File: src/hdl/servo_io_defines.svh
// constants for the servo sequence i/o block: register offsets, field codes, reset values, timing
// assumes a 250 MHz ref_clk and a word-indexed plain register port
`ifndef SERVO_IO_DEFINES_SVH
`define SERVO_IO_DEFINES_SVH

// ==========================================================
// timing
`define CLK_MHZ 250
`define ERR_CLEAR_MIN_US 2000
`define ALARM_RESET_MIN_US 120000
`define ERR_CLEAR_CYCLES (`ERR_CLEAR_MIN_US * `CLK_MHZ)
`define ALARM_RESET_CYCLES (`ALARM_RESET_MIN_US * `CLK_MHZ)

// ==========================================================
// register offsets (word index)
`define REG_MODE 4'h0
`define REG_GEAR_NUM_ONE 4'h1
`define REG_GEAR_NUM_TWO 4'h2
`define REG_PULSE_CFG 4'h3
`define REG_AUX_SEL 4'h4
`define REG_ENC_DIV_NUM 4'h5
`define REG_ENC_DIV_DEN 4'h6
`define REG_INPOS_WINDOW 4'h7
`define REG_ROT_THRESH 4'h8
`define REG_ALARM 4'h9
`define REG_STATUS 4'hA
`define REG_DEVIATION 4'hB
`define REG_SPEED 4'hC

// ==========================================================
// field positions and codes
`define MODE_SPEED_BIT 0
`define MAIN_POWER_BIT 1
`define STOP_DYN_BRAKE_BIT 0
`define STOP_CLEAR_BIT 1
`define PULSE_SRC_BIT 0
`define PULSE_INH_EN_BIT 1
`define PULSE_FMT_LSB 2
`define ALARM_PERM_BIT 31

// ==========================================================
// reset values
`define GEAR_NUM_RESET 16'h0001
`define ENC_DIV_RESET 16'h0001
`define INPOS_WINDOW_RESET 16'h000A
`define ROT_THRESH_RESET 16'h0032

`endif

File: src/hdl/servo_io_pkg.sv
// types shared by the servo sequence i/o block
// assumes servo_io_defines.svh is included alongside
`default_nettype none
package servo_io_pkg;

  typedef enum logic [1:0] {
    fmt_rev_fwd,
    fmt_pulse_dir,
    fmt_quadrature,
    fmt_reserved
  } pulse_fmt_e;

  typedef enum logic [1:0] {
    st_servo_off,
    st_servo_on,
    st_alarm
  } run_state_e;

  // discrete sequence inputs from the host
  typedef struct packed {
    logic run_in;
    logic alarm_reset_in;
    logic position_error_clear_in;
    logic gear_ratio_select_in;
    logic pulse_inhibit_in;
    logic preset_speed_bit0_in;
    logic preset_speed_bit1_in;
    logic preset_speed_bit2_in;
  } seq_in_s;

  // command pulse pins, both sources
  typedef struct packed {
    logic reverse_pulse_diff_pos;
    logic forward_pulse_diff_pos;
    logic reverse_pulse_oc;
    logic forward_pulse_oc;
  } pulse_in_s;

  // encoder feedback from the motor
  typedef struct packed {
    logic enc_a;
    logic enc_b;
    logic enc_z;
  } enc_in_s;

  // outputs on the control connector
  typedef struct packed {
    logic brake_release_out;
    logic servo_ready_out;
    logic fault_out_n;
    logic in_position_out;
    logic rotation_detect_out;
    logic aux_output_one;
    logic aux_output_two;
    logic z_index_oc_out;
    logic enc_a_pos;
    logic enc_a_neg;
    logic enc_b_pos;
    logic enc_b_neg;
    logic enc_z_pos;
    logic enc_z_neg;
    logic motor_power_en;
    logic dynamic_brake_en;
  } seq_out_s;

  // register port
  typedef struct packed {
    logic [3:0] addr;
    logic [31:0] wdata;
    logic wr;
    logic rd;
  } reg_req_s;

endpackage
`default_nettype wire

File: src/hdl/servo_sequence_io_control.sv
// sequence i/o logic of the servo drive control connector
// assumes pins are asynchronous to ref_clk; alarms and motor speed come from the drive core
//
// Design decisions made here: strobed register access and the register offsets.
`include "servo_io_defines.svh"
`timescale 1ns/100ps
`default_nettype none

module servo_sequence_io_control #(
  parameter int unsigned ERR_CLEAR_CYC = `ERR_CLEAR_CYCLES,
  parameter int unsigned ALARM_RESET_CYC = `ALARM_RESET_CYCLES,
  parameter int unsigned BRAKE_DELAY_CYC = 1000
) (
  // clock and reset
  input wire logic ref_clk,
  input wire logic resetn,
  // register port
  input wire servo_io_pkg::reg_req_s reg_req,
  output logic [31:0] reg_rdata,
  // connector pins
  input wire servo_io_pkg::seq_in_s seq_in,
  input wire servo_io_pkg::pulse_in_s pulse_in,
  input wire servo_io_pkg::enc_in_s enc_in,
  // drive core status
  input wire logic [31:0] alarm_src,
  input wire logic [15:0] motor_speed,
  output servo_io_pkg::seq_out_s seq_out,
  output logic [2:0] preset_speed_sel
);
  import servo_io_pkg::*;

  // ==========================================================
  // state
  typedef struct packed {
    logic [23:0] seq_sync0;
    logic [23:0] seq_sync1;
    logic [23:0] seq_sync2;
    seq_in_s seq;
    logic [11:0] pin_sync0;
    logic [11:0] pin_sync1;
    logic [11:0] pin_sync2;
    logic [3:0] pin;
    logic [2:0] enc;
    logic [31:0] clr_cnt;
    logic [31:0] rst_cnt;
    logic rst_done;
    run_state_e state;
    logic [31:0] brake_cnt;
    logic signed [31:0] deviation;
    logic [31:0] alarms;
    logic speed_mode;
    logic main_power;
    logic [15:0] gear_one;
    logic [15:0] gear_two;
    logic [1:0] stop_sel;
    logic pulse_src;
    logic pulse_inh_en;
    pulse_fmt_e pulse_fmt;
    logic [3:0] aux_one_sel;
    logic [3:0] aux_two_sel;
    logic [15:0] div_num;
    logic [15:0] div_den;
    logic [15:0] inpos_win;
    logic [15:0] rot_thresh;
    logic [16:0] div_acc;
    logic [1:0] out_phase;
    seq_out_s out;
    logic [2:0] speed_sel;
    logic [31:0] rdata;
  } state_s;

  state_s q_r;
  state_s q_nxt;

  // three-stage sync: a bit counts once stages two and three agree
  function automatic logic filt(input logic s1, input logic s2, input logic held);
    filt = (s1 == s2) ? s2 : held;
  endfunction

  function automatic logic [1:0] gray_step(input logic [1:0] p, input logic up);
    logic [1:0] n;
    n = p;
    case ({up, p})
      3'b1_00: n = 2'b01;
      3'b1_01: n = 2'b11;
      3'b1_11: n = 2'b10;
      3'b1_10: n = 2'b00;
      3'b0_00: n = 2'b10;
      3'b0_10: n = 2'b11;
      3'b0_11: n = 2'b01;
      3'b0_01: n = 2'b00;
      default: n = p;
    endcase
    gray_step = n;
  endfunction

  function automatic logic [31:0] absval(input logic signed [31:0] v);
    absval = v[31] ? 32'(-v) : 32'(v);
  endfunction

  logic [7:0] seq_raw;
  logic [7:0] seq_f;
  logic [3:0] pin_raw;
  logic [3:0] pin_f;
  logic [2:0] enc_f;
  logic [1:0] ab_new;
  logic [1:0] ab_old;
  logic pa;
  logic pb;
  logic pa_old;
  logic pb_old;
  logic step;
  logic up;
  logic [15:0] gear;
  logic clr_now;
  logic alarm_any;
  logic [7:0] status;
  logic [16:0] acc;
  logic enc_step;
  logic enc_up;
  logic [1:0] ea;
  logic [1:0] eo;

  always_comb begin
    q_nxt = q_r;
    seq_raw = seq_in;
    pin_raw = pulse_in;
    // ==========================================================
    // input synchronisation and filtering
    q_nxt.seq_sync0 = {16'h0000, seq_raw};
    q_nxt.seq_sync1 = q_r.seq_sync0;
    q_nxt.seq_sync2 = q_r.seq_sync1;
    for (int i = 0; i < 8; i++) begin
      seq_f[i] = filt(q_r.seq_sync1[i], q_r.seq_sync2[i], q_r.seq[i]);
    end
    q_nxt.seq = seq_f;
    q_nxt.pin_sync0 = {5'h00, enc_in, pin_raw};
    q_nxt.pin_sync1 = q_r.pin_sync0;
    q_nxt.pin_sync2 = q_r.pin_sync1;
    for (int i = 0; i < 4; i++) begin
      pin_f[i] = filt(q_r.pin_sync1[i], q_r.pin_sync2[i], q_r.pin[i]);
    end
    for (int i = 0; i < 3; i++) begin
      enc_f[i] = filt(q_r.pin_sync1[4 + i], q_r.pin_sync2[4 + i], q_r.enc[i]);
    end
    q_nxt.pin = pin_f;
    q_nxt.enc = enc_f;

    // ==========================================================
    // command pulse decode
    pa = q_r.pulse_src ? pin_f[3] : pin_f[1];
    pb = q_r.pulse_src ? pin_f[2] : pin_f[0];
    pa_old = q_r.pulse_src ? q_r.pin[3] : q_r.pin[1];
    pb_old = q_r.pulse_src ? q_r.pin[2] : q_r.pin[0];
    step = 1'b0;
    up = 1'b0;
    ab_new = {pa, pb};
    ab_old = {pa_old, pb_old};
    case (q_r.pulse_fmt)
      fmt_rev_fwd: begin
        if (pb && !pb_old) begin
          step = 1'b1;
          up = 1'b1;
        end else if (pa && !pa_old) begin
          step = 1'b1;
        end
      end
      fmt_pulse_dir: begin
        step = pa && !pa_old;
        up = pb;
      end
      fmt_quadrature: begin
        step = ab_new != ab_old && ab_new != ~ab_old;
        up = gray_step(ab_old, 1'b1) == ab_new;
      end
      default: step = 1'b0;
    endcase
    gear = q_r.seq.gear_ratio_select_in ? q_r.gear_two : q_r.gear_one;
    if (q_r.pulse_inh_en == 1'b0 && !q_r.seq.pulse_inhibit_in) begin
      step = 1'b0;
    end
    if (q_r.speed_mode || q_r.state != st_servo_on) begin
      step = 1'b0;
    end
    if (step) begin
      q_nxt.deviation = up ? q_r.deviation + 32'(gear) : q_r.deviation - 32'(gear);
    end

    // ==========================================================
    // minimum width timers
    q_nxt.clr_cnt = q_r.seq.position_error_clear_in ?
      ((q_r.clr_cnt < ERR_CLEAR_CYC) ? q_r.clr_cnt + 32'h1 : q_r.clr_cnt) : 32'h0;
    clr_now = q_r.clr_cnt >= ERR_CLEAR_CYC;
    q_nxt.rst_cnt = q_r.seq.alarm_reset_in ?
      ((q_r.rst_cnt < ALARM_RESET_CYC) ? q_r.rst_cnt + 32'h1 : q_r.rst_cnt) : 32'h0;
    q_nxt.rst_done = q_r.rst_cnt >= ALARM_RESET_CYC;

    // ==========================================================
    // alarms: new alarms win over a reset in the same cycle
    q_nxt.alarms = q_r.alarms | alarm_src;
    if (q_nxt.rst_done && !q_r.rst_done) begin
      q_nxt.alarms = (q_r.alarms & {1'b1, 31'h0}) | alarm_src;
      q_nxt.deviation = 32'sh0;
    end
    alarm_any = |q_r.alarms;

    // ==========================================================
    // run sequence
    case (q_r.state)
      st_servo_off: begin
        if (alarm_any) begin
          q_nxt.state = st_alarm;
        end else if (q_r.seq.run_in && q_r.main_power) begin
          q_nxt.state = st_servo_on;
        end
      end
      st_servo_on: begin
        if (alarm_any || !q_r.seq.run_in || !q_r.main_power) begin
          q_nxt.state = alarm_any ? st_alarm : st_servo_off;
          if (q_r.stop_sel[`STOP_CLEAR_BIT]) begin
            q_nxt.deviation = 32'sh0;
          end
        end
      end
      st_alarm: begin
        if (!alarm_any) begin
          q_nxt.state = st_servo_off;
        end
      end
      default: q_nxt.state = st_servo_off;
    endcase
    if (clr_now && !q_r.speed_mode) begin
      q_nxt.deviation = 32'sh0;
    end
    q_nxt.out.motor_power_en = q_nxt.state == st_servo_on;
    q_nxt.out.dynamic_brake_en = q_nxt.state != st_servo_on &&
      q_r.stop_sel[`STOP_DYN_BRAKE_BIT];
    // brake releases after power is on, engages at once on stop
    if (q_r.state == st_servo_on) begin
      q_nxt.brake_cnt = (q_r.brake_cnt < BRAKE_DELAY_CYC) ? q_r.brake_cnt + 32'h1 : q_r.brake_cnt;
    end else begin
      q_nxt.brake_cnt = 32'h0;
    end
    q_nxt.out.brake_release_out = q_nxt.state == st_servo_on &&
      q_r.brake_cnt >= BRAKE_DELAY_CYC;

    // ==========================================================
    // status outputs
    q_nxt.out.servo_ready_out = q_r.main_power && !alarm_any;
    q_nxt.out.fault_out_n = !alarm_any;
    q_nxt.out.in_position_out = !q_r.speed_mode &&
      absval(q_r.deviation) <= 32'(q_r.inpos_win);
    q_nxt.out.rotation_detect_out = q_r.speed_mode && motor_speed > q_r.rot_thresh;
    q_nxt.speed_sel = q_r.speed_mode ? {q_r.seq.preset_speed_bit2_in,
      q_r.seq.preset_speed_bit1_in, q_r.seq.preset_speed_bit0_in} : 3'h0;
    status = {1'b0, q_r.out.dynamic_brake_en, q_r.out.motor_power_en,
      q_r.out.rotation_detect_out, q_r.out.in_position_out, alarm_any,
      q_r.out.servo_ready_out, q_r.out.brake_release_out};
    q_nxt.out.aux_output_one = status[q_r.aux_one_sel[2:0]];
    q_nxt.out.aux_output_two = status[q_r.aux_two_sel[2:0]];

    // ==========================================================
    // encoder divider: forwards num of every den encoder steps
    ea = q_r.enc[2:1];
    eo = {enc_f[2], enc_f[1]};
    enc_step = ea != eo && ea != ~eo;
    enc_up = gray_step(ea, 1'b1) == eo;
    acc = q_r.div_acc;
    if (enc_step) begin
      acc = q_r.div_acc + {1'b0, q_r.div_num};
      if (acc >= {1'b0, q_r.div_den}) begin
        acc = acc - {1'b0, q_r.div_den};
        q_nxt.out_phase = gray_step(q_r.out_phase, enc_up);
      end
    end
    q_nxt.div_acc = acc;
    q_nxt.out.enc_a_pos = q_r.out_phase[1];
    q_nxt.out.enc_a_neg = !q_r.out_phase[1];
    q_nxt.out.enc_b_pos = q_r.out_phase[0];
    q_nxt.out.enc_b_neg = !q_r.out_phase[0];
    q_nxt.out.enc_z_pos = q_r.enc[0];
    q_nxt.out.enc_z_neg = !q_r.enc[0];
    q_nxt.out.z_index_oc_out = q_r.enc[0];

    // ==========================================================
    // register port
    if (reg_req.wr) begin
      case (reg_req.addr)
        `REG_MODE: begin
          q_nxt.speed_mode = reg_req.wdata[`MODE_SPEED_BIT];
          q_nxt.main_power = reg_req.wdata[`MAIN_POWER_BIT];
          q_nxt.stop_sel = reg_req.wdata[9:8];
        end
        `REG_GEAR_NUM_ONE: q_nxt.gear_one = reg_req.wdata[15:0];
        `REG_GEAR_NUM_TWO: q_nxt.gear_two = reg_req.wdata[15:0];
        `REG_PULSE_CFG: begin
          q_nxt.pulse_src = reg_req.wdata[`PULSE_SRC_BIT];
          q_nxt.pulse_inh_en = reg_req.wdata[`PULSE_INH_EN_BIT];
          q_nxt.pulse_fmt = pulse_fmt_e'(reg_req.wdata[`PULSE_FMT_LSB +: 2]);
        end
        `REG_AUX_SEL: begin
          q_nxt.aux_one_sel = reg_req.wdata[3:0];
          q_nxt.aux_two_sel = reg_req.wdata[7:4];
        end
        `REG_ENC_DIV_NUM: q_nxt.div_num = reg_req.wdata[15:0];
        `REG_ENC_DIV_DEN: q_nxt.div_den = reg_req.wdata[15:0];
        `REG_INPOS_WINDOW: q_nxt.inpos_win = reg_req.wdata[15:0];
        `REG_ROT_THRESH: q_nxt.rot_thresh = reg_req.wdata[15:0];
        default: q_nxt.rdata = q_r.rdata;
      endcase
    end
    q_nxt.rdata = 32'h0;
    if (reg_req.rd) begin
      case (reg_req.addr)
        `REG_MODE: q_nxt.rdata = {22'h0, q_r.stop_sel, 6'h0, q_r.main_power, q_r.speed_mode};
        `REG_GEAR_NUM_ONE: q_nxt.rdata = {16'h0, q_r.gear_one};
        `REG_GEAR_NUM_TWO: q_nxt.rdata = {16'h0, q_r.gear_two};
        `REG_PULSE_CFG: q_nxt.rdata = {28'h0, q_r.pulse_fmt, q_r.pulse_inh_en, q_r.pulse_src};
        `REG_AUX_SEL: q_nxt.rdata = {24'h0, q_r.aux_two_sel, q_r.aux_one_sel};
        `REG_ENC_DIV_NUM: q_nxt.rdata = {16'h0, q_r.div_num};
        `REG_ENC_DIV_DEN: q_nxt.rdata = {16'h0, q_r.div_den};
        `REG_INPOS_WINDOW: q_nxt.rdata = {16'h0, q_r.inpos_win};
        `REG_ROT_THRESH: q_nxt.rdata = {16'h0, q_r.rot_thresh};
        `REG_ALARM: q_nxt.rdata = q_r.alarms;
        `REG_STATUS: q_nxt.rdata = {22'h0, q_r.state, status};
        `REG_DEVIATION: q_nxt.rdata = q_r.deviation;
        `REG_SPEED: q_nxt.rdata = {29'h0, q_r.speed_sel};
        default: q_nxt.rdata = 32'h0;
      endcase
    end
  end

  always_ff @(posedge ref_clk or negedge resetn) begin
    if (!resetn) begin
      q_r <= '0;
      q_r.state <= st_servo_off;
      q_r.pulse_fmt <= fmt_rev_fwd;
      q_r.gear_one <= `GEAR_NUM_RESET;
      q_r.gear_two <= `GEAR_NUM_RESET;
      q_r.div_num <= `ENC_DIV_RESET;
      q_r.div_den <= `ENC_DIV_RESET;
      q_r.inpos_win <= `INPOS_WINDOW_RESET;
      q_r.rot_thresh <= `ROT_THRESH_RESET;
      q_r.out.fault_out_n <= 1'b1;
      q_r.out.enc_a_neg <= 1'b1;
      q_r.out.enc_b_neg <= 1'b1;
      q_r.out.enc_z_neg <= 1'b1;
    end else begin
      q_r <= q_nxt;
    end
  end

  assign reg_rdata = q_r.rdata;
  assign seq_out = q_r.out;
  assign preset_speed_sel = q_r.speed_sel;

endmodule
`default_nettype wire

File: config.mk
export PLATFORM = sky130hd
export DESIGN_NAME = servo_sequence_io_control
export DESIGN_NICKNAME = d
export VERILOG_FILES = /design/src/hdl/servo_io_pkg.sv /design/src/hdl/servo_sequence_io_control.sv
export VERILOG_INCLUDE_DIRS = /design/src /design/src/hdl
export SDC_FILE = /design/constraint.sdc
export NUM_CORES = 1
export LEC_CHECK = 0
export BUFFER_PORTS_ARGS = -buffer_cell sky130_fd_sc_hd__clkbuf_2
export CORE_MARGIN = 8
export CORE_UTILIZATION = 50
export DETAILED_ROUTE_END_ITERATION = 8
export GPL_TIMING_DRIVEN = 1
export PLACE_DENSITY = 0.7
export SYNTH_ARGS = -nofsm -noshare
export SYNTH_HDL_FRONTEND = slang
export SYNTH_SLANG_ARGS = --single-unit
File: constraint.sdc
create_clock -name ref_clk -period 6.72 [get_ports ref_clk]
set_input_delay 0.672 -clock ref_clk [delete_from_list [all_inputs] [get_ports ref_clk]]
set_output_delay 0.672 -clock ref_clk [all_outputs]
set_load 0.02 [all_outputs]
Yosys cells after proc, flatten, opt, wreduce, memory -nomap -nowiden
Memories as Yosys holds them, arrays and structs flattened. A register that Yosys moved wholly into a read port is not among the register bits.
Index checks and enable logic that the tools add are counted.
{"block": "classes", "n_lt_le_gt_ge": 11, "bitwise": 5, "n_mux": 49, "n_eq_ne": 49, "reduce_logical": 44, "addsub": 8}
{"op": "32-bit two-way mux", "n": 14}
{"op": "32-bit case mux with 13 select lines", "n": 1}
{"op": "32-bit by 1-bit adder with 32-bit output (second input constant)", "n": 3}
{"op": "64-bit two-way mux", "n": 1}
{"op": "32-bit OR", "n": 2}
{"op": "32-bit by 16-bit adder with 32-bit output", "n": 1}
{"op": "32-bit by 10-bit >= comparator with 1-bit output (second input constant)", "n": 1}
{"op": "32-bit by 19-bit >= comparator with 1-bit output (second input constant)", "n": 1}
{"op": "32-bit by 25-bit >= comparator with 1-bit output (second input constant)", "n": 1}
{"op": "32-bit by 16-bit <= comparator with 1-bit output", "n": 1}
{"op": "32-bit by 10-bit < comparator with 1-bit output (second input constant)", "n": 1}
{"op": "32-bit by 19-bit < comparator with 1-bit output (second input constant)", "n": 1}
{"op": "32-bit by 25-bit < comparator with 1-bit output (second input constant)", "n": 1}
{"op": "32-bit negation", "n": 1}
{"op": "32-bit OR reduction", "n": 1}
{"op": "32-bit by 16-bit subtractor with 32-bit output", "n": 1}
{"op": "4-bit equality test (second input constant)", "n": 5}
{"op": "2-bit AND reduction", "n": 10}
{"op": "17-bit by 16-bit adder with 17-bit output", "n": 1}
{"op": "17-bit by 16-bit >= comparator with 1-bit output", "n": 1}
{"op": "1-bit two-way mux", "n": 17}
{"op": "17-bit two-way mux", "n": 1}
{"op": "17-bit by 16-bit subtractor with 17-bit output", "n": 1}
{"op": "4-bit by 3-bit equality test with 1-bit output (second input constant)", "n": 4}
{"op": "24 further kinds", "n": 94}
{"block": "totals", "input_bits": 103, "output_inout_bits": 51, "ff_bits": 402, "mem_count": 1, "elab_cells": 223, "mem_bits_ro": 16}
{"memory": "(name not given)", "depth": 8, "word_bits": 2, "read_ports": 1, "rd_ports_with_merged_regs": 1, "write_ports": 0, "line_no": "servo_sequence_io_control.sv:83", "rtl": "case ({up, p})"}

Logic depth before layout (Yosys ltp)
Gate-level depths: netlist (run 1).
{"block": "logic_depth", "ltp_word": 15, "ltp_mapped": 23, "depth_no_buf": 22}

Worst setup path before layout (run 1)
OpenSTA, ideal clock, no wires.
{"block": "synth_timing", "path_kind": "register to register", "startpoint": "register q_r[392] in the netlist's numbering", "endpoint": "register q_r[245] in the netlist's numbering", "setup_time_ns": 0.164, "slack_ns": 1.438, "stages_incl_launch_ff": 22, "path_buffers": 5, "arrival_time_ns": 5.118, "required_time_ns": 6.556, "period_less_slack_ns": 5.282, "path_cell_list": "dfrtp_1 > clkbuf_1 > clkbuf_1 > clkbuf_1 > clkbuf_1 > mux2i_1 > ha_1 > nand3_1 > nor2_1 > and3_1 > clkbuf_1 > a21oi_1 > xnor2_1 > ha_1 > nand3_1 > o32a_1 > a2111oi_0 > o21ai_1 > or3_1 > a211oi_1 > mux2i_1 > o311ai_1"}
{"item": "start: declaration", "line_no": "servo_sequence_io_control.sv:72", "rtl": "state_s q_r;"}
{"item": "start signal: assignment", "line_no": "servo_sequence_io_control.sv:349", "rtl": "q_r <= q_nxt;"}

Worst setup path after layout (run 1)
{"block": "layout_timing", "startpoint": "register q_r[53] in the netlist's numbering", "endpoint": "register q_r[62] in the netlist's numbering"}
{"block": "layout_via", "elab_chain_len": 3, "word_cells_on_any_way": 4, "classes_between": "add/sub (2); order compare (1); mux (1)"}
{"item": "17-bit by 16-bit adder with 17-bit output (*)", "line_no": "servo_sequence_io_control.sv:270", "rtl": "acc = q_r.div_acc + {1'b0, q_r.div_num};"}
{"item": "17-bit by 16-bit subtractor with 17-bit output / 17-bit by 16-bit >= comparator with 1-bit output (equally long branches)", "line_no": "servo_sequence_io_control.sv:272, servo_sequence_io_control.sv:271"}
{"item": "17-bit two-way mux (*)", "line_no": "servo_sequence_io_control.sv:271", "rtl": "if (acc >= {1'b0, q_r.div_den}) begin"}
Every way passes the cells marked *; elsewhere a longest branch is shown, timed or not.
A chain may end at the register's enable or synchronous reset.

==> impl_metrics.prom, run 1 <==
# TYPE chip_impl_metric gauge
chip_impl_metric{name="final_layout_size_suffix_gt1_share",unit="%"} 17.2
chip_impl_metric{name="total_placed_cells_including_tap_cells",unit=""} 2746
chip_impl_info{name="worstSetupEndpointType",value="register"} 1
chip_impl_info{name="rr_startpoint",value="q_r[53]"} 1
chip_impl_metric{name="postCtsHoldBufs",unit=""} 0
chip_impl_metric{name="cts-htree-levels",unit=""} 2
chip_impl_metric{name="number_of_synthesized_flops_with_an_enable_pin",unit=""} 0
chip_impl_metric{name="reg2reg_depth",unit=""} 20
chip_impl_metric{name="grtUsageTotal",unit="%"} 22.4
chip_impl_metric{name="via_total_after_detailed_routing",unit=""} 16700
chip_impl_info{name="tritoncts",value="yes"} 1
chip_impl_metric{name="cts_max_path_buffers",unit=""} 3
chip_impl_metric{name="delay_of_the_slowest_cell_on_the_worst_path",unit="ns"} 0.76
chip_impl_metric{name="worst-r2r-setup-slack",unit="ns"} 1.15
chip_impl_metric{name="timing.critical_path.arrival",unit="ns"} 6.01
chip_impl_metric{name="antenna_found_initial",unit=""} 3
chip_impl_metric{name="yosysUniqueCellTypes",unit=""} 75
chip_impl_info{name="ys_dominant_reg_cell",value="dfrtp_1"} 1
chip_impl_info{name="outcome",value="finished, final reports clean"} 1
chip_impl_metric{name="critical_path_required",unit="ns"} 7.16
chip_impl_metric{name="ctsResizeCount",unit=""} 0
chip_impl_metric{name="post_synth.cell_area_avg",unit="um2"} 10.3
chip_impl_metric{name="drt-pass1-iter-count",unit=""} 8
chip_impl_metric{name="drt-wirelength-per-cell",unit="um"} 20.0
chip_impl_metric{name="yosysWarningCount",unit=""} 0
chip_impl_metric{name="final.setup_skew",unit="ns"} 0.0120
chip_impl_info{name="yosys.cell_count.top_type",value="dfrtp_1"} 1
chip_impl_info{name="worst_r2r_endpoint",value="q_r[62]"} 1
chip_impl_metric{name="power_density",unit="nW/um2"} 367
chip_impl_metric{name="max_slew_margin",unit="%"} 15.7
chip_impl_metric{name="finalMaxSlewViolations",unit=""} 0
chip_impl_info{name="synth_area_leaders",value="dfrtp_1 45%, ha_1 6.5%, mux2_2 5.9%"} 1
chip_impl_metric{name="netlist_area",unit="um2"} 21900
chip_impl_metric{name="gr-total-overflow",unit=""} 0
chip_impl_metric{name="vias_in_the_first_global_route",unit=""} 16900
chip_impl_metric{name="core_region_area",unit="um2"} 43200
chip_impl_metric{name="clk-insertion-delay-late",unit="ns"} 0.58
chip_impl_metric{name="timing.final.hold_violations",unit=""} 0
chip_impl_metric{name="grt_pass1_wl",unit="um"} 91500
chip_impl_metric{name="drv.max_cap_violation_count",unit=""} 0
chip_impl_metric{name="chipWidth",unit="um"} 225
chip_impl_metric{name="area_share_of_the_largest_cell_type_after_synthesis",unit="%"} 44.6
chip_impl_metric{name="synthesis.nets",unit=""} 2353
chip_impl_metric{name="vertical_die_dimension",unit="um"} 225
chip_impl_info{name="most_repeated_library_cell_on_the_critical_path",value="a21oi_1"} 1
chip_impl_metric{name="cts.sinks",unit=""} 404
chip_impl_info{name="rsz0062_at_grt",value="no"} 1
chip_impl_metric{name="layout_worst_path_cycle_share",unit="%"} 82.9
chip_impl_metric{name="power.ir.vdd_worst",unit="mV"} 0.259
chip_impl_metric{name="io_pins",unit=""} 154
chip_impl_metric{name="post_drt_via_cell_ratio",unit=""} 5.92
chip_impl_metric{name="syn_inst",unit=""} 2133
chip_impl_info{name="worstSetupStartpointType",value="register"} 1
chip_impl_metric{name="power.total",unit="W"} 0.00900
chip_impl_metric{name="start_util",unit="%"} 50.8
chip_impl_metric{name="final-instance-count-excl-fill",unit=""} 2829
chip_impl_metric{name="finalHoldWorstSlack",unit="ns"} 0.0850
chip_impl_metric{name="ant_nets",unit=""} 0
chip_impl_metric{name="detailedPlace.worstSlack",unit="ns"} 1.23
chip_impl_info{name="slowest_stage",value="a21boi_2"} 1
chip_impl_metric{name="synthArstFlopShare",unit="%"} 100
chip_impl_metric{name="setup_slack",unit="ns"} 1.15
chip_impl_metric{name="fin_nets",unit=""} 2428
chip_impl_metric{name="final-setup-viol-count",unit=""} 0
chip_impl_info{name="min_path_type",value="input port to asynchronous set/reset pin"} 1
chip_impl_metric{name="dpl.hpwl",unit="um"} 40700
chip_impl_metric{name="clk_pin_slew",unit="ns"} 0.06
chip_impl_metric{name="grt_start_max_net_pins",unit=""} 157
chip_impl_info{name="timing.critical_path.cells",value="ha_1 -> fa_1 -> a211oi_1 -> o211ai_1 -> nand4_1 -> nand3_1 -> a21o_1 -> a21oi_1 -> xnor2_1 -> ha_1 -> and4_1 -> a41oi_1 -> nand3_1 -> a311o_1 -> o211ai_1 -> a21boi_2 -> buf_4 -> nor2_1 -> a21oi_1 -> a21oi_1"} 1
chip_impl_metric{name="synth.ff_latch_count",unit=""} 404
chip_impl_metric{name="final_period_minus_worst_setup_slack",unit="ns"} 5.57
chip_impl_info{name="clock-root-buffer",value="clkbuf_16"} 1
chip_impl_metric{name="tightestPinTransition",unit="ns"} 1.26
chip_impl_metric{name="layout-area-overhead-vs-synth",unit="%"} 11.8
chip_impl_metric{name="rows",unit=""} 76
chip_impl_metric{name="achievable-frequency",unit="MHz"} 180
chip_impl_metric{name="dr.first_iter.drc_count",unit=""} 1390
chip_impl_info{name="criticalPathCategory",value="register to register"} 1
chip_impl_metric{name="post_cts.repair.setup_buffers",unit=""} 0
chip_impl_metric{name="timing.setup.tns",unit="ns"} 0
chip_impl_metric{name="detail_route.drc_violations",unit=""} 0
chip_impl_info{name="post-synth-top-area-cell",value="dfrtp_1"} 1
chip_impl_metric{name="detail_route.wirelength",unit="um"} 56700
chip_impl_metric{name="leakagePower",unit="nW"} 11.1
chip_impl_metric{name="synth_seq_area_share",unit="%"} 46.2
chip_impl_info{name="synth_commonest_cells",value="391 x dfrtp_1, 138 x nand2_1, 134 x nor2_1"} 1
chip_impl_metric{name="design.die.area",unit="um2"} 50800
chip_impl_metric{name="worst-path-max-fanout",unit=""} 19
chip_impl_metric{name="io_buffer_count",unit=""} 137
chip_impl_metric{name="routabilityCongestion",unit=""} 0.918
chip_impl_metric{name="cts-buffers-inserted",unit=""} 45
[cells by family (layout without fill, tap and decap cells)]
| kind of cell | after synthesis | after routing | synth area share [%] |
|---|---|---|---|
| compound gates | 496 | 496 | 14.9 |
| xor+xnor | 129 | 129 | 5.15 |
| fa+ha+maj | 130 | 130 | 7.37 |
| buf+inv | 217 | 327 | 4.61 |
| flops | 404 | 404 | 46.2 |
| mux | 147 | 147 | 7.48 |
| other cells | 0 | 1 | 0 |
| simple gates | 610 | 610 | 14.3 |
[state kept, by name, summed over array words and instances, names as in the netlist]
| signal | flops |
|---|---|
| seq_out | 15 |
| preset_speed_sel | 3 |
| reg_rdata | 32 |
| q_nxt | 33 |
| ea | 2 |
| q_r | 319 |
[worst max path at each step]
stage               startpoint  endpoint  slack [ns]  depth (start not counted)
floorplan             q_r[392]  q_r[245]        1.44                         21
global placement    q_nxt[354]  q_r[245]        1.37                         21
detailed placement  q_nxt[352]  q_r[245]        1.23                         21
CTS                 q_nxt[352]  q_r[245]        1.19                         21
global route        q_nxt[354]  q_r[245]        0.70                         21
finish                 q_r[53]   q_r[62]        1.15                         20
[routing by layer]
metal / GRT usage [%] / up-vias / wire [um]
li1: - / 7804 / -
met1: 29.2 / 8259 / 24000
met2: 36.9 / 527 / 26900
met3: 3.97 / 140 / 3860
met4: 8.66 / 4 / 1880
met5: 0 / - / 27
[cell type report]
type,count,area [um2]
diodes,1,2.50
clock buffers,63,1270
clock inverters,19,350
fillers,3654,18700
inverters,90,338
multi-input cells,1512,10800
flip-flops and latches,404,10100
well taps,585,732
repair buffers,155,856
[through the flow]
stage               utilization, %  instance area [um2]
CTS                           56.7                24500
global placement              53.0                22900
detailed placement            53.0                22900
floorplan                        -                21900
global route                  56.8                24500
finish                        56.8                24500
[cells in the final DEF (no fill, tap or decap), drive strengths merged, types with 46 or more instances in the layout]
cell type  synthesis  routed
dfrtp            391     391
clkbuf            70     199
nand2            139     139
nor2             134     134
a21oi            132     132
mux2             114     114
ha               114     114
xnor2             99      99
inv               90      91
and2              85      85
o21ai             80      80
a21o              59      59
a22oi             47      47
nand3             46      46
[report_power, final]
part	internal, W	switching (W)	total, W
Combinational	0.00143	0.00190	0.00333
Clock	0.00164	0.00102	0.00266
Sequential	0.00274	0.000270	0.00301
[worst max-delay path: cells and delay by family, from the launching register on]
family / cells / cell delay (ns)
AND/OR/NAND/NOR: 5 / 0.79
buffers and inverters: 1 / 0.32
adder cells (fa/ha/maj): 3 / 1.01
flip-flops: 1 / 0.39
XOR/XNOR: 1 / 0.18
AO/OA/AOI/OAI: 10 / 2.72
Note: power is estimated with default switching activity, not from simulation.
==> inputs of run 2 (changes only) <==
Settings changed: PLACE_DENSITY 0.7 to 0.73.
Clock period 6.72 ns to 4.77 ns, I/O delays scaled along.
==> run 2 against run 1 <==
Net effect: the run now ends with hold timing left; register-to-register slack got worse by 0.98 ns; first-iteration DRC count fell by 8.4%; combinational power rose by 61%; worst hold slack got worse by 0.094 ns; count of clock-buffer cells in the layout rose by 2; worst setup slack got worse by 0.98 ns.
==> impl_metrics.prom, run 2 (synthesis results as in run 1) <==
# TYPE chip_impl_metric gauge
chip_impl_metric{name="start_util",unit="%"} 50.8
chip_impl_metric{name="ant_nets",unit=""} 0
chip_impl_metric{name="leakagePower",unit="nW"} 11.4
chip_impl_metric{name="delay_of_the_slowest_cell_on_the_worst_path",unit="ns"} 0.39
chip_impl_metric{name="dr.first_iter.drc_count",unit=""} 1273
chip_impl_info{name="cp_top_family",value="compound AO/OA/AOI/OAI gates"} 1
chip_impl_metric{name="design.die.area",unit="um2"} 50800
chip_impl_info{name="rr_startpoint",value="q_r[53]"} 1
chip_impl_metric{name="layout.filler_cells",unit=""} 3680
chip_impl_info{name="timing.critical_path.cells",value="ha_2 -> fa_2 -> a211oi_2 -> o211ai_1 -> nand4_1 -> nand3_2 -> a21o_1 -> a21oi_1 -> xnor2_1 -> ha_1 -> and4_4 -> a41oi_2 -> nand3_1 -> a311o_1 -> o211ai_1 -> a21boi_4 -> buf_12 -> clkbuf_16 -> nand2_1 -> o21ai_0 -> mux2_2"} 1
chip_impl_metric{name="timing.final.hold_violations",unit=""} 3
chip_impl_metric{name="core_region_area",unit="um2"} 43200
chip_impl_metric{name="max_slew_margin",unit="%"} 32.3
chip_impl_metric{name="clk_pin_slew",unit="ns"} 0.06
chip_impl_metric{name="rows",unit=""} 76
chip_impl_metric{name="drt-pass1-iter-count",unit=""} 5
chip_impl_info{name="worst_setup_path_startpoint",value="q_r[53]"} 1
chip_impl_info{name="most_repeated_library_cell_on_the_critical_path",value="o211ai_1"} 1
chip_impl_metric{name="timing.critical_path.arrival",unit="ns"} 5.11
chip_impl_metric{name="power.sequential.fraction",unit="%"} 32.4
chip_impl_metric{name="achievable-frequency",unit="MHz"} 217
chip_impl_metric{name="critical_path_required",unit="ns"} 5.28
chip_impl_metric{name="final-setup-viol-count",unit=""} 0
chip_impl_metric{name="grt_pass1_wl",unit="um"} 91600
chip_impl_info{name="clock-root-buffer",value="clkbuf_16"} 1
chip_impl_metric{name="cts.sinks",unit=""} 404
chip_impl_metric{name="cts-buffers-inserted",unit=""} 46
chip_impl_metric{name="grtUsageTotal",unit="%"} 22.4
chip_impl_metric{name="vertical_die_dimension",unit="um"} 225
chip_impl_metric{name="fin_nets",unit=""} 2483
chip_impl_metric{name="vias_in_the_first_global_route",unit=""} 17100
chip_impl_metric{name="total_switching_power",unit="W"} 0.00472
chip_impl_metric{name="drt-wirelength-per-cell",unit="um"} 20.1
chip_impl_info{name="worstSetupStartpointType",value="register"} 1
chip_impl_info{name="min_path_type",value="input port to asynchronous set/reset pin"} 1
chip_impl_metric{name="p_int",unit="W"} 0.00838
chip_impl_metric{name="cts-htree-levels",unit=""} 2
chip_impl_metric{name="io_pins",unit=""} 154
chip_impl_info{name="slowest_stage",value="dfrtp_1"} 1
chip_impl_metric{name="final.setup_skew",unit="ns"} 0.0293
chip_impl_metric{name="grt_start_max_net_pins",unit=""} 114
chip_impl_metric{name="antenna_found_initial",unit=""} 2
chip_impl_info{name="mostFrequentLayoutCell",value="dfrtp_1"} 1
chip_impl_metric{name="layout-area-overhead-vs-synth",unit="%"} 14.1
chip_impl_metric{name="layout.cell_area.non_filler",unit="um2"} 25000
chip_impl_metric{name="power.total",unit="W"} 0.0131
chip_impl_metric{name="timing.critical_path.buf_inv",unit=""} 2
chip_impl_metric{name="clk-insertion-delay-late",unit="ns"} 0.58
chip_impl_metric{name="drv.max_cap_violation_count",unit=""} 0
chip_impl_metric{name="finalMaxSlewViolations",unit=""} 0
chip_impl_metric{name="power.share.clock",unit="%"} 26.7
chip_impl_metric{name="layout_worst_path_cycle_share",unit="%"} 96.5
chip_impl_metric{name="final_period_minus_worst_setup_slack",unit="ns"} 4.60
chip_impl_info{name="outcome",value="complete, but fails checks"} 1
chip_impl_info{name="violations",value="hold timing"} 1
chip_impl_metric{name="power.ir.vdd_worst",unit="mV"} 0.546
chip_impl_metric{name="gr-total-overflow",unit=""} 0
chip_impl_metric{name="routabilityCongestion",unit=""} 0.925
chip_impl_metric{name="power_density",unit="nW/um2"} 524
chip_impl_metric{name="detail_route.drc_violations",unit=""} 0
chip_impl_metric{name="worst-path-max-fanout",unit=""} 14
chip_impl_metric{name="via_total_after_detailed_routing",unit=""} 17000
chip_impl_info{name="tritoncts",value="yes"} 1
chip_impl_metric{name="cts_max_path_buffers",unit=""} 3
chip_impl_metric{name="detailed_place.area",unit="um2"} 23100
chip_impl_metric{name="tightestPinTransition",unit="ns"} 1.01
chip_impl_metric{name="switching_share",unit="%"} 36.0
chip_impl_metric{name="combinationalPowerShare",unit="%"} 41.0
chip_impl_metric{name="detail_route.wirelength",unit="um"} 58000
chip_impl_metric{name="final_core_utilization",unit="%"} 57.9
chip_impl_info{name="worstSetupEndpointType",value="register"} 1
chip_impl_info{name="largest_register",value="q_r"} 1
chip_impl_metric{name="post_drt_via_cell_ratio",unit=""} 5.90
chip_impl_metric{name="chipWidth",unit="um"} 225
chip_impl_metric{name="final_layout_size_suffix_gt1_share",unit="%"} 19.4
chip_impl_info{name="criticalPathCategory",value="register to register"} 1
chip_impl_info{name="mostFrequentLayoutCells",value="390 x dfrtp_1, 137 x nand2_1, 136 x clkbuf_2"} 1
chip_impl_metric{name="dpl.hpwl",unit="um"} 41800
chip_impl_metric{name="timing.setup.tns",unit="ns"} 0
chip_impl_metric{name="io_buffer_count",unit=""} 137
chip_impl_metric{name="max_ffs_per_register",unit=""} 319
chip_impl_metric{name="finalHoldWorstSlack",unit="ns"} -0.00934
-- run 2: layout make-up --
cell class / count / area, um2 / share of cell area [%]
antenna: 2 / 5.00 / 0.0200
clock buffer: 65 / 1270 / 5.09
clock inverter: 17 / 209 / 0.835
inverter: 90 / 338 / 1.35
multi-input combinational: 1512 / 11000 / 43.8
sequential: 404 / 10100 / 40.5
tap: 585 / 732 / 2.93
timing repair buffer: 209 / 1370 / 5.48
-- run 2: through the flow --
stage	cells	hold WS (ns)	worst slack (ns)
final	2884	-0.00934	0.167
after global routing	2884	0.00657	-0.0320
after CTS	2868	0.000242	0.00430
after detailed placement	2773	0.335	-0.0156
after global placement	2773	0.333	0.0936
after floorplan	2133	0.181	0.00319
-- run 2: final timing paths --
path / endpoint / slack, ns / cells past startpoint
setup / recovery: q_r[53] / 0.17 / 21
hold / removal: q_r[261] / -0.009 / 1
setup reg to reg: q_r[53] / 0.17 / 21
hold reg to reg: q_nxt[358] / 0.34 / 0
max in group asynchronous: q_r[341] / 3.64 / 2
min in group ref_clk: q_nxt[366] / 0.03 / 1
-- run 2: power groups by stage --
| stage | clock network [W] | logic, W | registers [W] |
|---|---|---|---|
| 3_5_place_dp | 0 | 0.00474 | 0.00429 |
| 4_1_cts | 0.00356 | 0.00482 | 0.00423 |
| 5_1_grt | 0.00371 | 0.00587 | 0.00428 |
| 3_3_place_gp | 0 | 0.00459 | 0.00427 |
| 2_1_floorplan | 0 | 0.00369 | 0.00412 |
| 6_report | 0.00349 | 0.00537 | 0.00425 |
-- run 2: timing repair --
| item | in CTS | in global routing |
|---|---|---|
| setup buffers | 0 | 12 |
| endpoints found under the hold margin | 13 | 0 |
| setup endpoints to repair | 6 | 22 |
| hold buffers | 13 | 0 |
| pin swaps | 0 | 20 |
| gates cloned | 0 | 2 |
| gates resized for setup | 3 | 33 |
-- run 2: layer usage --
layer / routed length, um / global-route usage, % / up-vias / part of all wire (%)
li1: - / - / 7904 / -
met1: 24500 / 29.4 / 8417 / 42
met5: 0 / 0 / - / 0
met3: 3850 / 4.28 / 155 / 6.6
met4: 2690 / 10.2 / 0 / 4.6
met2: 26900 / 35.7 / 552 / 46
